`config.mk`:
```
export PLATFORM = sky130hd
export DESIGN_NAME = seami_core
export DESIGN_NICKNAME = d
export VERILOG_FILES = /design/src/seami_pkg.sv /design/src/seami_addr_match.sv /design/src/seami_core.sv
export VERILOG_INCLUDE_DIRS = /design/src
export SDC_FILE = /design/constraint.sdc
export NUM_CORES = 1
export LEC_CHECK = 0
export BUFFER_PORTS_ARGS = -buffer_cell sky130_fd_sc_hd__buf_2
export CORE_ASPECT_RATIO = 0.6
export CORE_MARGIN = 2
export CORE_UTILIZATION = 45
export CTS_CLUSTER_SIZE = 30
export DETAILED_ROUTE_END_ITERATION = 6
export PLACE_DENSITY = 0.71
export SLEW_MARGIN = 10
export SYNTH_ARGS = -nofsm -noshare
export SYNTH_HDL_FRONTEND = slang
export SYNTH_HIERARCHICAL = 1
export SYNTH_SLANG_ARGS = --single-unit
```
`constraint.sdc`:
```
create_clock -name sys_clk -period 2.1 [get_ports sys_clk]
set_input_delay 0.21 -clock sys_clk [delete_from_list [all_inputs] [get_ports sys_clk]]
set_output_delay 0.21 -clock sys_clk [all_outputs]
set_load 0.02 [all_outputs]
```
`src/seami_map.svh`:
```
// Offsets, field positions, reset values and timing counts for the serial engine match/irq block.
// Assumes inclusion by its bare name from design files only.
`ifndef SEAMI_MAP_SVH
`define SEAMI_MAP_SVH

// Register byte addresses on APB
`define SEAMI_OFF_CTRL        12'h000
`define SEAMI_OFF_MATCH       12'h004
`define SEAMI_OFF_FLAG        12'h008
`define SEAMI_OFF_ENSET       12'h00C
`define SEAMI_OFF_ENCLR       12'h010
`define SEAMI_OFF_STATUS      12'h014
`define SEAMI_OFF_ADDR        12'h018

// Control fields
`define SEAMI_CTRL_EN_BIT     0
`define SEAMI_CTRL_VAR_LSB    1
`define SEAMI_CTRL_WIDE_BIT   3
`define SEAMI_CTRL_SWRST_BIT  4

// Match register fields
`define SEAMI_MATCH_VAL_LSB   0
`define SEAMI_MATCH_MSK_LSB   16

// Flag bit positions
`define SEAMI_FLAG_MATCH      0
`define SEAMI_FLAG_NOMATCH    1
`define SEAMI_NUM_FLAGS       4

// Reset values
`define SEAMI_CTRL_RST        32'h0000_0000
`define SEAMI_MATCH_RST       32'h0000_0000

// Address width choices
`define SEAMI_ADDR_NARROW     7
`define SEAMI_ADDR_WIDE       8

// Synchroniser depth into the core domain
`define SEAMI_SYNC_STAGES     2

`endif

```
`src/seami_pkg.sv`:
```
// Types shared by the serial engine match/irq block.
// Assumes seami_map.svh is compiled alongside.
package seami_pkg;

  typedef enum logic [2:0] {
    SEAMI_VAR_MASK  = 3'b001,
    SEAMI_VAR_DUAL  = 3'b010,
    SEAMI_VAR_RANGE = 3'b100
  } seami_var_t;

  typedef struct packed {
    logic       wide;
    logic [1:0] variant;
    logic [7:0] match_val;
    logic [7:0] match_mask_or_bound;
  } seami_match_cfg_t;

  typedef struct packed {
    logic       valid;
    logic [7:0] addr;
  } seami_addr_t;

endpackage
```
`src/seami_addr_match.sv`:
```
// Address comparator: masked, dual and range variants on a 7- or 8-bit address.
// Assumes configuration is held stable while an address is presented.
`timescale 1ns/1ps
`include "seami_map.svh"

module seami_addr_match
  import seami_pkg::*;
(
  // Clock and reset
  input wire logic sys_clk,
  input wire logic rst_b,
  // Configuration and request
  input wire seami_match_cfg_t cfg,
  input wire seami_addr_t addr_in,
  // Result
  output logic match_ff,
  output logic miss_ff
);

  // Clip all three operands to the active width so unused top bit never interferes
  function automatic logic [7:0] clip(input logic [7:0] v, input logic wide);
    clip = wide ? v : {1'b0, v[6:0]};
  endfunction

  wire [7:0] a = clip(addr_in.addr, cfg.wide);
  wire [7:0] val = clip(cfg.match_val, cfg.wide);
  wire [7:0] msk = clip(cfg.match_mask_or_bound, cfg.wide);

  wire hit_mask = ((a ^ val) & ~msk) == 8'h00;
  wire hit_dual = (a == val) || (a == msk);
  wire hit_range = (a >= msk) && (a <= val);

  logic hit;
  always_comb begin
    case (cfg.variant)
      2'd0: hit = hit_mask;
      2'd1: hit = hit_dual;
      2'd2: hit = hit_range;
      default: hit = 1'b0;
    endcase
  end

  wire nxt_match = addr_in.valid & hit;
  wire nxt_miss = addr_in.valid & ~hit;

  always_ff @(posedge sys_clk or negedge rst_b) begin
    if (!rst_b) begin
      match_ff <= 1'b0;
      miss_ff <= 1'b0;
    end else begin
      match_ff <= nxt_match;
      miss_ff <= nxt_miss;
    end
  end

endmodule

```
`src/seami_core.sv`:
```
// Serial engine shared logic: APB registers, address match and interrupt flags.
// Assumes a single 100 MHz clock; address packets and mode events arrive synchronous to it.
//
// Overview of operation
// - Masked mode compares address with match value, skipping masked bit positions.
// - Mask all zeros accepts one address; mask all ones accepts every address.
// - Dual mode matches either the match value or the mask field value.
// - Range mode matches from mask field (low) to match value (high), inclusive.
// - Comparison uses seven or eight address bits, selected by the control wide bit.
// - Each interrupt source has its own flag, set when its condition occurs while the engine is enabled.
// - Ones to enable-set enable, ones to enable-clear disable; zeros do nothing.
// - Interrupt request is high while any flag and its enable are set.
// - Request holds until flag cleared, enable removed, or engine reset.
// - Engine keeps working in low power while its serial clock runs.
// - Interrupt request can serve as a wake-up source.
// - Engine enable crossing into the core side is synchronised before use; other control fields are used directly.
`timescale 1ns/1ps
`include "seami_map.svh"

module seami_core
  import seami_pkg::*;
#(
  parameter int NUM_FLAGS = `SEAMI_NUM_FLAGS
)
(
  // Clock and reset
  input wire logic sys_clk,
  input wire logic rst_b,
  // APB slave
  input wire logic psel,
  input wire logic penable,
  input wire logic pwrite,
  input wire logic [11:0] paddr,
  input wire logic [31:0] pwdata,
  output logic [31:0] prdata,
  output logic pready,
  output logic pslverr,
  // Address packets from the serial side
  input wire logic addr_valid,
  input wire logic [7:0] addr_data,
  // Mode-specific event sources
  input wire logic [NUM_FLAGS-1:0] src_event,
  // Serial side status
  output logic engine_enable,
  output logic match_strobe,
  // Interrupt and wake-up
  output logic irq,
  output logic wake_req
);

  // ----------------------------------------------------------------
  // APB decode
  // ----------------------------------------------------------------
  wire acc = psel & penable;
  wire wr = acc & pwrite;
  wire sel_ctrl = paddr == `SEAMI_OFF_CTRL;
  wire sel_match = paddr == `SEAMI_OFF_MATCH;
  wire sel_flag = paddr == `SEAMI_OFF_FLAG;
  wire sel_enset = paddr == `SEAMI_OFF_ENSET;
  wire sel_enclr = paddr == `SEAMI_OFF_ENCLR;
  wire sel_status = paddr == `SEAMI_OFF_STATUS;
  wire sel_addr = paddr == `SEAMI_OFF_ADDR;
  wire mapped = sel_ctrl | sel_match | sel_flag | sel_enset | sel_enclr | sel_status | sel_addr;

  // Zero wait states; unmapped addresses answer with an error
  assign pready = 1'b1;
  assign pslverr = acc & ~mapped;

  // ----------------------------------------------------------------
  // Control and match registers
  // ----------------------------------------------------------------
  logic [31:0] ctrl_ff;
  logic [31:0] match_ff;
  logic swrst_ff;
  wire swrst_wr = wr & sel_ctrl & pwdata[`SEAMI_CTRL_SWRST_BIT];

  // Soft reset returns control, match, flag and enable registers to initial values (not last address), engine disabled
  always_ff @(posedge sys_clk or negedge rst_b) begin
    if (!rst_b) begin
      ctrl_ff <= `SEAMI_CTRL_RST;
      match_ff <= `SEAMI_MATCH_RST;
      swrst_ff <= 1'b0;
    end else begin
      swrst_ff <= swrst_wr;
      if (swrst_wr) begin
        ctrl_ff <= `SEAMI_CTRL_RST;
        match_ff <= `SEAMI_MATCH_RST;
      end else begin
        if (wr & sel_ctrl)
          ctrl_ff <= {28'h000_0000, pwdata[3:0]};
        if (wr & sel_match)
          match_ff <= {8'h00, pwdata[23:16], 8'h00, pwdata[7:0]};
      end
    end
  end

  // ----------------------------------------------------------------
  // Enable crossing into the core side
  // ----------------------------------------------------------------
  // Inputs are synchronous here, but the enable still passes two stages so
  // a later split into a separate core clock keeps the same timing.
  logic [`SEAMI_SYNC_STAGES-1:0] en_sync_ff;
  always_ff @(posedge sys_clk or negedge rst_b) begin
    if (!rst_b)
      en_sync_ff <= '0;
    else
      en_sync_ff <= {en_sync_ff[0], ctrl_ff[`SEAMI_CTRL_EN_BIT]};
  end
  wire core_en = en_sync_ff[`SEAMI_SYNC_STAGES-1];
  assign engine_enable = core_en;
  wire sync_busy = core_en != ctrl_ff[`SEAMI_CTRL_EN_BIT];

  // ----------------------------------------------------------------
  // Address match
  // ----------------------------------------------------------------
  seami_match_cfg_t cfg;
  seami_addr_t pkt;
  logic hit_ff;
  logic miss_ff;
  logic [7:0] last_addr_ff;

  // No gating by low-power state: the engine runs whenever its clock runs
  assign cfg.wide = ctrl_ff[`SEAMI_CTRL_WIDE_BIT];
  assign cfg.variant = ctrl_ff[`SEAMI_CTRL_VAR_LSB +: 2];
  assign cfg.match_val = match_ff[`SEAMI_MATCH_VAL_LSB +: 8];
  assign cfg.match_mask_or_bound = match_ff[`SEAMI_MATCH_MSK_LSB +: 8];
  assign pkt.valid = addr_valid & core_en;
  assign pkt.addr = addr_data;

  seami_addr_match u_match (
    .sys_clk(sys_clk),
    .rst_b(rst_b),
    .cfg(cfg),
    .addr_in(pkt),
    .match_ff(hit_ff),
    .miss_ff(miss_ff)
  );

  assign match_strobe = hit_ff;

  always_ff @(posedge sys_clk or negedge rst_b) begin
    if (!rst_b)
      last_addr_ff <= 8'h00;
    else if (pkt.valid)
      last_addr_ff <= addr_data;
  end

  // ----------------------------------------------------------------
  // Interrupt flags and enables
  // ----------------------------------------------------------------
  logic [NUM_FLAGS-1:0] irq_flag_reg_ff;
  logic [NUM_FLAGS-1:0] irq_enable_ff;

  // Match outcomes feed the two lowest sources alongside external ones
  logic [NUM_FLAGS-1:0] set_vec;
  always_comb begin
    set_vec = src_event & {NUM_FLAGS{core_en}};
    set_vec[`SEAMI_FLAG_MATCH] = set_vec[`SEAMI_FLAG_MATCH] | hit_ff;
    set_vec[`SEAMI_FLAG_NOMATCH] = set_vec[`SEAMI_FLAG_NOMATCH] | miss_ff;
  end

  wire [NUM_FLAGS-1:0] flag_clr = (wr & sel_flag) ? pwdata[NUM_FLAGS-1:0] : '0;
  wire [NUM_FLAGS-1:0] en_set = (wr & sel_enset) ? pwdata[NUM_FLAGS-1:0] : '0;
  wire [NUM_FLAGS-1:0] en_clr = (wr & sel_enclr) ? pwdata[NUM_FLAGS-1:0] : '0;

  // A new event beats a clear in the same cycle so it is never lost
  wire [NUM_FLAGS-1:0] nxt_flag = (irq_flag_reg_ff & ~flag_clr) | set_vec;
  wire [NUM_FLAGS-1:0] nxt_en = (irq_enable_ff | en_set) & ~en_clr;

  always_ff @(posedge sys_clk or negedge rst_b) begin
    if (!rst_b) begin
      irq_flag_reg_ff <= '0;
      irq_enable_ff <= '0;
    end else if (swrst_wr) begin
      irq_flag_reg_ff <= '0;
      irq_enable_ff <= '0;
    end else begin
      irq_flag_reg_ff <= nxt_flag;
      irq_enable_ff <= nxt_en;
    end
  end

  // Level output, drops as soon as flag or enable goes away
  assign irq = |(irq_flag_reg_ff & irq_enable_ff);
  assign wake_req = irq;

  // ----------------------------------------------------------------
  // Read back
  // ----------------------------------------------------------------
  wire [31:0] flag_word = {{(32-NUM_FLAGS){1'b0}}, irq_flag_reg_ff};
  wire [31:0] en_word = {{(32-NUM_FLAGS){1'b0}}, irq_enable_ff};
  wire [31:0] status_word = {29'h0000_0000, sync_busy, core_en, swrst_ff};
  wire [31:0] rd_mux =
    sel_ctrl ? ctrl_ff :
    sel_match ? match_ff :
    sel_flag ? flag_word :
    (sel_enset | sel_enclr) ? en_word :
    sel_status ? status_word :
    sel_addr ? {24'h00_0000, last_addr_ff} : 32'h0000_0000;

  // Read data registered during setup so it is stable in the access phase
  always_ff @(posedge sys_clk or negedge rst_b) begin
    if (!rst_b)
      prdata <= 32'h0000_0000;
    else if (psel & ~penable & ~pwrite)
      prdata <= rd_mux;
  end

endmodule

```
==> implementation parameters, run 1 <==
Parameter                              Value

Placement
  Detailed-placement wirelength estimate    ~6200 um
  Cell Area, Placed    approximately 3600 sq um
  Global placer's final weighted congestion    around 0.86
  Buffers on Ports    66

Critical path
  CP max stage cell    sky130_fd_sc_hd__dfrtp_1
  Critical path fanouts, max    6
  Cell family with the largest share of critical-path delay    simple AND/OR/NAND/NOR gates
  Category of the worst setup path capture point    register
  Crit Path Class    register to register
  Buffering stage count on the worst path with inverters included    0
  Endpoint arrival time on the critical path    approximately 2200 ps
  Required time of the critical path    2320 ps
  CP cell instances    and2_1 > ha_1 > nand4_1 > nor2_2 > nor2_4 > o32a_1 > and3_1
  Crit-path max cell delay    about 430 ps
  Type of element launching the critical path    register

Route
  Wirelength per Cell    approximately 17 um
  Vias after detailed routing    around 2700
  Count of routing violations after the opening detailed-route iteration    231
  Post-Route WL    between 8000 and 9000 um
  Remaining antenna violation count    0
  Iteration count of the initial detailed-routing pass    4
  DRC violations left    0
  Via density per instance    roughly 5.6

Floorplanning
  Full die area    7910 sq um
  Initial core utilization    between 40% and 50%
  Cell row count    23
  Die Y-Extent    69.7 um
  Number of top-level design ports    100
  Die span in x    ~110 um
  Placeable core region    6820 sq um

Timing
  Period minus WS final    slightly below 2000 ps
  Number of pins exceeding their max-slew limit in the final report    0
  Upper clock frequency limit    504 MHz
  Final-report setup violation count    0
  Layout Skew    ~5.0 ps
  Hold Fails Final Rpt    0
  Share of the clock period used by the worst path    a little over nine tenths
  Worst-case headroom to the max-slew limit    between 50% and 60%
  Slew at the pin closest to its max-slew limit    677 ps

Yosys
  Yosys Warn Count    6
  Synth Instances    320
  Main flop type after synthesis    sky130_fd_sc_hd__dfrtp_1
  Register bit total from synthesis    57
  EDFF count, synth    0
  Synth cell types    53
  Cell area after technology mapping    around 3200 sq um
  Fraction of registers with async set/reset    100%
  Avg Inst Size Synth    10.1 sq um
  Seq/Total Area, Yosys    around 44%

CTS
  Clock-pin slew on the worst setup and hold paths    50 ps
  # H-tree levels    3
  Buffer depth of the longest clock path    2
  Insertion delay to the later sink of the worst-skew pair    330 ps
  CTS tree    done
  Sink Count    57
  Number of clock buffers inserted by TritonCTS    9
  Root buffer cell    sky130_fd_sc_hd__clkbuf_16

Global routing
  Largest net degree at the start of global routing    36
  Initial antenna violation count    0
  Via count of the first global-routing pass    approximately 2500
  Global route total overflow    0
  Global-route wire length before repair    around 13000 um
  Total routing resource utilization after global routing    roughly 22%

Power
  Internal power    between 2 and 2.5 mW
  Combinational Power Share    under 10%
  Reported net switching power    649 uW
  Static leakage    1.87 nW
  Power share of the sequential group    between 40% and 50%
  Worst vdd rail ir drop    0.420 mV
  Share of total power in the clock network    between 40 and 50%
  Power density normalized to cell area    689 nW/um^2
  Sw frac    about a quarter

Final layout
  Layout Area Growth over Synthesis    18.8%
  Commonest non-fill, non-tap cells in the layout    66 x sky130_fd_sc_hd__buf_2, 57 x sky130_fd_sc_hd__dfrtp_1, 31 x sky130_fd_sc_hd__nand2_1
  Number of nets in the finished design    ~470
  Utilization after layout    56.4%
  Post-route cell area    between 3000 and 4000 sq um
  Count of filler cells inserted in the layout    about 600
  Number of antenna diodes    0
  Share of layout cells above drive strength 1    a little over a quarter
  Commonest non-fill, non-tap cell in the layout    sky130_fd_sc_hd__buf_2

Run
  Count of maximum capacitance violations    0

Outcome
  Result of the run    complete, no violations

Hold path
  Tightest Hold Check Type    input pin to register
[worst paths after layout]
check | from | to | slack [ps] | cells past startpoint
max in group asynchronous | rst_b | irq_flag_reg_ff[0] | 1110 | 3
setup / recovery | ctrl_ff[3] | u_match/miss_ff | 120 | 7
hold / removal | pwdata[18] | match_ff[18] | 110 | 2
hold reg to reg | en_sync_ff[0] | en_sync_ff[1] | 350 | 0
setup reg to reg | ctrl_ff[3] | u_match/miss_ff | 120 | 7
min in group asynchronous | rst_b | prdata[6] | 400 | 2
[stage by stage]
| step | TNS (ps) | hold slack (ps) | power, mW | std cells | setup slack, ps |
|---|---|---|---|---|---|
| finish | 0 | 107 | 2.65 | 479 | 115 |
| global placement | 0 | 212 | 1.35 | 462 | 156 |
| CTS | 0 | 104 | 2.66 | 478 | 110 |
| global route | -6.92 | 111 | 2.74 | 479 | -6.92 |
| detailed placement | 0 | 225 | 1.36 | 462 | 115 |
| floorplan | 0 | -85.6 | 1.27 | 335 | 295 |
[cells in the mapped netlist, drive strengths merged (2+ instances only)]
cell type,count,share of area [%]
a311oi,9,2.4
ha,16,6.2
a211oi,3,0.70
nand2,31,3.6
o211ai,2,0.46
o31ai,2,0.46
a22o,23,6.2
nand4,7,1.4
mux2,10,3.5
a21o,2,0.70
o21a,2,0.46
inv,20,2.3
nor2,15,2.4
a31oi,5,0.97
a22oi,9,2.1
and3,4,0.77
nor3,3,0.77
clkbuf,5,0.58
nand2b,7,1.4
o22ai,4,0.77
dfrtp,57,44
a21oi,12,1.9
nor3b,2,0.46
conb,2,0.23
nor2b,8,1.6
buf,26,6.1
o21ai,14,2.2
a211o,2,0.54
a21boi,2,0.46
[cell type report]
cell class | count | area, sq um | share of cell area, %
flip-flops and latches | 57 | 1430 | 37.1
repair buffers | 73 | 398 | 10.3
multi-input cells | 227 | 1570 | 40.9
inverters | 20 | 75.1 | 1.95
clock buffers | 11 | 243 | 6.31
clock inverters | 4 | 20.0 | 0.521
well taps | 87 | 109 | 2.83
[power by group through the flow]
stage	Combinational (mW)	Sequential [mW]	Clock, mW
after floorplan	0.141	1.13	0
after global placement	0.225	1.13	0
after detailed placement	0.231	1.13	0
after CTS	0.233	1.11	1.32
after global routing	0.259	1.11	1.38
final	0.235	1.11	1.31
[layer usage]
| layer | vias to the layer above | part of all wire, % | wire length (um) | GRT usage (%) |
|---|---|---|---|---|
| li1 | 1283 | - | - | - |
| met1 | 1303 | 52 | 4350 | 35.0 |
| met2 | 108 | 39 | 3220 | 29.1 |
| met3 | 7 | 8.2 | 686 | 6.64 |
| met4 | 0 | 0.78 | 65 | 4.47 |
| met5 | - | 0 | 0 | 0 |
[kinds of logic after synthesis]
logic type | after synthesis | share of synthesized area [%]
and+or+nand+nor | 87 | 15.0
muxes | 10 | 3.48
DFF | 57 | 44.1
AOI/OAI and AO/OA | 96 | 21.7
other | 2 | 0.232
adders and majority gates | 16 | 6.19
buffers and inverters | 51 | 9.01
xor gates and xnor gates | 1 | 0.271
[sequential cells by signal, indices dropped and copies added, names as in the netlist]
signal,flops
match_ff,16
prdata,16
last_addr_ff,8
ctrl_ff,4
irq_enable_ff,4
irq_flag_reg_ff,4
en_sync_ff,2
swrst_ff,1
u_match/match_ff,1
u_match/miss_ff,1
[what timing repair did]
action,4_1_cts,5_1_grt
endpoints found under the hold margin,22,0
hold buffers,1,0
endpoints found under the setup margin,0,1
resized for setup,0,0
setup buffers,0,1
Power figures use the tool's default switching activity.
==> run 2, diff against run 1 <==
CORE_MARGIN = 4   (was 2)
CTS_BUF_LIST = sky130_fd_sc_hd__clkbuf_2 sky130_fd_sc_hd__clkbuf_4 sky130_fd_sc_hd__clkbuf_8   (was unset)
PLACE_DENSITY = 0.73   (was 0.71)
clock period = 1.6 ns   (was 2.1 ns; I/O delays follow)
==> run 2 against run 1 <==
Against the previous run:
- the flow now finishes with violations (negative setup slack)
- power grew 15%
- via count up 6.6%
- non-clock buffer count up 41
- clock power shrank 5%
- largest power group is now sequential cells
- highest routed layer unchanged
==> implementation parameters, run 2 (synthesized netlist as in run 1, its figures left out) <==
Parameter                              Value

Outcome
  Result of the run    finished, violations left
  Failing checks    negative setup slack

Placement
  Setup Slack @ Placement    -232 ps (-347 ps)
  Placed cell count    503 (+8.9%)
  Cell Area, Placed    3920 sq um (+9.8%)
  Buffers on Ports    66 (unchanged)
  Detailed-placement wirelength estimate    7010 um (+13%)
  Global placer's final weighted congestion    0.918 (+6.4%)

Critical path
  Category of the worst setup path capture point    register
  CP max stage cell    sky130_fd_sc_hd__dfrtp_1
  Crit-path max cell delay    410 ps (-20 ps)
  Depth of the worst register-to-register path    7 (unchanged)
  Buffering stage count on the worst path with inverters included    0 (unchanged)
  Critical path fanouts, max    4 (-2)
  CP endpoint    u_match/miss_ff
  Required time of the critical path    1840 ps (-480 ps)
  Total stage count of the critical path    7 (unchanged)
  Cell family with the largest share of critical-path delay    simple AND/OR/NAND/NOR gates
  CP cell instances    and2_4 > ha_4 > nand4_1 > nor2_2 > nor2_4 > o32a_1 > and3_1
  Endpoint arrival time on the critical path    2070 ps (-130 ps)
  Crit Path Class    register to register
  Crit Reg-Reg Endpoint    u_match/miss_ff
  Type of element launching the critical path    register
  Register-to-register setup slack    -230 ps (-350 ps)
  Crit path launch    ctrl_ff[3]
  Startpoint of the worst-slack reg-to-reg timing path    ctrl_ff[3]

CTS
  Clock-pin slew on the worst setup and hold paths    70 ps (+20 ps)
  Sink Count    57 (unchanged)
  Buffer depth of the longest clock path    2 (unchanged)
  CTS tree    done
  Insertion delay to the later sink of the worst-skew pair    350 ps (+20 ps)
  # H-tree levels    3 (unchanged)
  Root buffer cell    sky130_fd_sc_hd__clkbuf_8
  Number of clock buffers inserted by TritonCTS    9 (unchanged)

Timing
  Period minus WS final    1830 ps (-151 ps)
  Number of pins exceeding their max-slew limit in the final report    0 (unchanged)
  Share of the clock period used by the worst path    115% (+20 points)
  RSZ-0062 raised after global routing    true
  Layout Skew    6.51 ps (+1.53 ps)
  Worst hold slack across all endpoints    35.1 ps (-72.3 ps)
  Hold Fails Final Rpt    0 (unchanged)
  Final-report setup violation count    2 (+2)
  Worst setup slack after layout    -233 ps (-349 ps)
  Total Neg Setup Slack    -397 ps (-397 ps)
  Upper clock frequency limit    545 MHz (+8.3%)

Global routing
  Global-route wire length before repair    14500 um (+9.1%)
  Initial antenna violation count    0 (unchanged)
  Largest net degree at the start of global routing    58 (+61%)
  Total routing resource utilization after global routing    22.2% (+0.098 points)
  Global route total overflow    0 (unchanged)
  Via count of the first global-routing pass    2694 (+6.7%)

Route
  Detail Route met3 WL    1070 um (+56%)
  Wirelength per Cell    17.9 um (+3.1%)
  Met2 Wirelength    3670 um (+14%)
  Via density per instance    5.54 (-1.8%)
  Vias after detailed routing    2879 (+6.6%)
  DRC violations left    0 (unchanged)
  Post-Route WL    9310 um (+12%)
  Iteration count of the initial detailed-routing pass    4 (unchanged)
  Highest metal layer with signal wires    met4
  Remaining antenna violation count    0 (unchanged)
  Count of routing violations after the opening detailed-route iteration    265 (+15%)
  Met1 Routed Length    4470 um (+2.7%)

Final layout
  Registers with the highest flip-flop counts    match_ff: 16 flops, prdata: 16 flops, last_addr_ff: 8 flops
  Post-route cell area    4170 sq um (+8.4%)
  Utilization after layout    61.1% (+4.7 points)
  Layout Area Growth over Synthesis    28.8%
  Area used by sequential logic in the layout    1430 sq um (unchanged)
  Count of filler cells inserted in the layout    619 (+0.98%)
  Commonest non-fill, non-tap cell in the layout    sky130_fd_sc_hd__buf_2
  Finished Layout Cells    520 (+8.6%)
  Multi-input combinational cell area    1650 sq um (+4.6%)
  Share of layout cells above drive strength 1    36.0% (+9.0 points)
  Commonest non-fill, non-tap cells in the layout    66 x sky130_fd_sc_hd__buf_2, 57 x sky130_fd_sc_hd__dfrtp_1, 44 x sky130_fd_sc_hd__buf_4
  Number of antenna diodes    0 (unchanged)
  Number of nets in the finished design    507 (+8.8%)

Run
  Count of maximum capacitance violations    0 (unchanged)

Hold path
  Tightest Hold Check Type    input pin to register

Floorplanning
  Cell row count    23 (unchanged)
  Placeable core region    6820 sq um (unchanged)
  Full die area    8660 sq um (+9.5%)
  Die span in x    117 um (+3.5%)
  Die Y-Extent    73.7 um (+5.7%)
  Initial core utilization    47.4% (unchanged)
  Number of top-level design ports    100 (unchanged)

Power
  Static leakage    2.06 nW (+9.9%)
  Worst vdd rail ir drop    0.645 mV (+53%)
  Power density normalized to cell area    732 nW/um^2 (+6.1%)
  Final Power    3.05 mW (+15%)
run 2: layout make-up:
type / count / share of cell area (%)
clock buffer: 12 / 3.96
clock inverter: 3 / 0.360
inverter: 20 / 1.80
multi-input combinational: 227 / 39.5
sequential: 57 / 34.2
tap: 87 / 2.61
timing repair buffer: 114 / 17.5
run 2: worst register-to-register path, stage by stage (launching register included):
cell,delay (ps)
sky130_fd_sc_hd__dfrtp_1,410
sky130_fd_sc_hd__and2_4,180
sky130_fd_sc_hd__ha_4,260
sky130_fd_sc_hd__nand4_1,140
sky130_fd_sc_hd__nor2_2,210
sky130_fd_sc_hd__nor2_4,50
sky130_fd_sc_hd__o32a_1,300
sky130_fd_sc_hd__and3_1,170
run 2: metal layers:
layer	global-route usage (%)	vias up
met1	33.2	1380
met5	0	-
met2	29.5	134
met4	6.62	0
li1	-	1353
met3	7.92	12
run 2: power breakdown:
group / total (mW) / switching, mW / internal (mW) / leakage [nW]
logic: 0.350 / 0.212 / 0.137 / 1.17
registers: 1.45 / 0.00367 / 1.45 / 0.795
clock network: 1.25 / 0.577 / 0.671 / 0.0980
total: 3.05 / 0.793 / 2.26 / 2.06
run 2: how the worst min path moves through the flow:
stage	startpoint	to	slack [ps]	depth (start not counted)
after floorplan	rst_b	ctrl_ff[0]	-140	0
final	pwdata[22]	match_ff[22]	40	2
after global placement	rst_b	prdata[5]	190	2
after CTS	pwdata[19]	match_ff[19]	10	2
after detailed placement	rst_b	prdata[7]	190	2
after global routing	pwdata[6]	match_ff[6]	20	2
run 2: repair_timing:
item / in CTS / in global routing
hold endpoints to repair: 57 / 0
hold buffers: 1 / 0
pin swaps: 0 / 2
gates resized for setup: 4 / 3
buffers inserted: 0 / 1
endpoints found under the setup margin: 2 / 3
==> run 3, diff against run 2 <==
CORE_UTILIZATION = 30   (was 45)
PLACE_DENSITY = 0.52   (was 0.73)
==> run 3 against run 2 <==
Against the previous run:
- the run still ends with negative setup slack left
- cell count rose by 10%
- worst hold slack got worse by 5.2 ps
- register-to-register slack gained 40 ps
- sequential share of layout area is 0.90 points lower
- critical path type unchanged
- first-iteration DRC count is 9.1% lower
- critical endpoint unchanged
- flip-flop and latch count unchanged
- cell area is 2.7% higher
- die area is 45% higher
- fmax up 2.1%
- highest routed layer unchanged
==> implementation parameters, run 3 (synthesized netlist as in run 1, its figures left out) <==
Parameter                              Value

CTS
  # H-tree levels    3 (unchanged)
  Post-CTS Repair Setup Buffers    0 (unchanged)
  Insertion delay to the later sink of the worst-skew pair    350 ps (about the same)
  CTS tree    done
  Clock-pin slew on the worst setup and hold paths    70 ps (about the same)
  Number of clock buffers inserted by TritonCTS    9 (unchanged)
  Buffer depth of the longest clock path    2 (unchanged)
  Sink Count    57 (unchanged)
  Root buffer cell    sky130_fd_sc_hd__clkbuf_8

Final layout
  Number of nets in the finished design    506 (-0.20%)
  Area used by sequential logic in the layout    1430 sq um (unchanged)
  Commonest non-fill, non-tap cells in the layout    66 x sky130_fd_sc_hd__buf_2, 57 x sky130_fd_sc_hd__dfrtp_1, 41 x sky130_fd_sc_hd__buf_4
  Post-route cell area    4280 sq um (+2.7%)
  Commonest non-fill, non-tap cell in the layout    sky130_fd_sc_hd__buf_2
  Layout Area Growth over Synthesis    32.3%
  Utilization after layout    40.5% (-21 points)
  Finished Layout Cells    572 (+10%)
  Registers with the highest flip-flop counts    match_ff: 16 flops, prdata: 16 flops, last_addr_ff: 8 flops
  Share of layout cells above drive strength 1    36.0% (unchanged)
  Multi-input combinational cell area    1660 sq um (+0.84%)
  Count of filler cells inserted in the layout    1077 (+74%)
  Number of antenna diodes    0 (unchanged)

Global routing
  Global-route wire length before repair    15200 um (+5.0%)
  Largest net degree at the start of global routing    23 (-60%)
  Global route total overflow    0 (unchanged)
  Via count of the first global-routing pass    2719 (+0.93%)
  Total routing resource utilization after global routing    16.2% (-5.9 points)
  Initial antenna violation count    0 (unchanged)

Critical path
  Required time of the critical path    1840 ps (about the same)
  Crit Reg-Reg Endpoint    u_match/miss_ff
  Depth of the worst register-to-register path    7 (unchanged)
  Crit Path Class    register to register
  Critical path fanouts, max    4 (unchanged)
  Startpoint of the worst-slack reg-to-reg timing path    ctrl_ff[3]
  Category of the worst setup path capture point    register
  Register-to-register setup slack    -200 ps (+40 ps)
  Endpoint arrival time on the critical path    2040 ps (-30 ps)
  Type of element launching the critical path    register
  Crit path launch    ctrl_ff[3]

Timing
  RSZ-0062 raised after global routing    true
  Number of pins exceeding their max-slew limit in the final report    0 (unchanged)
  Worst-case headroom to the max-slew limit    between 60% and 70%
  Worst setup slack after layout    -196 ps (+37.3 ps)
  Hold Fails Final Rpt    0 (unchanged)
  Slew at the pin closest to its max-slew limit    533 ps
  Period minus WS final    1800 ps (-37.3 ps)
  Share of the clock period used by the worst path    112% (-2.3 points)
  Layout Skew    10.3 ps (+3.82 ps)
  Final-report setup violation count    2 (unchanged)
  Upper clock frequency limit    557 MHz (+2.1%)

Route
  Count of routing violations after the opening detailed-route iteration    241 (-9.1%)
  Wirelength per Cell    16.9 um (-5.4%)
  DRC violations left    0 (unchanged)
  Via density per instance    4.99 (-9.8%)
  Vias after detailed routing    2856 (-0.80%)
  Iteration count of the initial detailed-routing pass    4 (unchanged)
  Post-Route WL    9690 um (+4.0%)
  Remaining antenna violation count    0 (unchanged)

Placement
  Placed cell count    555 (+10%)
  Global placer's final weighted congestion    0.825 (-10%)
  Buffers on Ports    66 (unchanged)
  Detailed-placement wirelength estimate    7560 um (+7.8%)
  Cell Area, Placed    4010 sq um (+2.3%)

Floorplanning
  Number of top-level design ports    100 (unchanged)
  Placeable core region    10600 sq um (+55%)
  Die span in x    142 um (+21%)
  Cell row count    29 (+26%)
  Die Y-Extent    88.4 um (+20%)
  Full die area    12600 sq um (+45%)
  Initial core utilization    30.6% (-17 points)

Power
  Worst vdd rail ir drop    0.365 mV (-43%)
  Static leakage    2.07 nW (+0.69%)
  Sw frac    26.1% (+0.097 points)
  Power share of the sequential group    45.9% (-1.7 points)
  Reported net switching power    825 uW (+4.1%)
  Final Power    3.16 mW (+3.7%)
  Power density normalized to cell area    738 nW/um^2 (+0.95%)
  Combinational Power Share    11.4% (about the same)
  Share of total power in the clock network    42.7% (+1.8 points)
  Internal power    2.34 mW (+3.5%)

Hold path
  Hold Path Depth    2 (unchanged)
  Tightest Hold Check Type    input pin to register
  Worst Hold End    match_ff[16]
  Beginning of the worst hold path    pwdata[16]

Outcome
  Failing checks    negative setup slack
  Result of the run    finished, violations left

Run
  Count of maximum capacitance violations    0 (unchanged)
-- run 3: cell types whose count changed in the layout (fill, tap and decap cells not counted), moves of 2 or more --
cell and delta:
sky130_fd_sc_hd__buf_12 +2, sky130_fd_sc_hd__buf_4 -3, sky130_fd_sc_hd__ha_1 -2, sky130_fd_sc_hd__ha_4 +2
-- run 3: final cells by class --
| cell class | instances | share of cell area, % |
|---|---|---|
| Multi-Input combinational cell | 227 | 38.8 |
| Sequential cell | 57 | 33.3 |
| Clock inverter | 2 | 0.234 |
| Inverter | 20 | 1.75 |
| Tap cell | 139 | 4.06 |
| Timing Repair Buffer | 113 | 17.5 |
| Clock buffer | 14 | 4.36 |
-- run 3: power by group through the flow --
stage	clock network (mW)	registers, mW	logic (mW)
2_1_floorplan	0	1.48	0.185
3_3_place_gp	0	1.48	0.342
3_5_place_dp	0	1.48	0.348
4_1_cts	1.39	1.45	0.358
5_1_grt	1.45	1.45	0.400
6_report	1.35	1.45	0.361
-- run 3: worst max path at each step --
stage | end | slack, ps | cells past startpoint
after detailed placement | u_match/miss_ff | -250 | 7
after global placement | u_match/miss_ff | -190 | 7
after CTS | u_match/miss_ff | -200 | 7
final | u_match/miss_ff | -200 | 7
after global routing | u_match/miss_ff | -250 | 7
after floorplan | u_match/miss_ff | -110 | 7
-- run 3: per-layer routing --
layer / global-route usage [%] / wire [um] / vias to the layer above / share of wire (%)
met4: 5.23 / 109 / 0 / 1.1
met1: 25.2 / 4940 / 1384 / 51
li1: - / - / 1363 / -
met3: 5.56 / 924 / 12 / 9.5
met2: 20.5 / 3710 / 97 / 38
met5: 0 / 0 / - / 0
-- run 3: per-stage QoR --
step                setup slack (ps)  hold slack, ps  TNS, ps
floorplan                       -108            -136     -144
global placement                -188             160     -366
detailed placement              -245             170     -758
CTS                             -201            5.23     -372
global route                    -251            23.0     -486
finish                          -196            29.8     -352
-- run 3: repair_timing --
action | 4_1_cts | 5_1_grt
gates resized for setup | 5 | 2
endpoints found under the setup margin | 2 | 2
pin swaps | 3 | 2
hold buffers | 1 | 0
hold endpoints to repair | 17 | 0
-- run 3: critical path, stage by stage, from the launching register on --
cell and delay [ps]:
sky130_fd_sc_hd__dfrtp_1 410, sky130_fd_sc_hd__and2_4 170, sky130_fd_sc_hd__ha_4 270, sky130_fd_sc_hd__nand4_1 130
sky130_fd_sc_hd__nor2_2 180, sky130_fd_sc_hd__nor2_4 40, sky130_fd_sc_hd__o32a_1 300, sky130_fd_sc_hd__and3_1 180
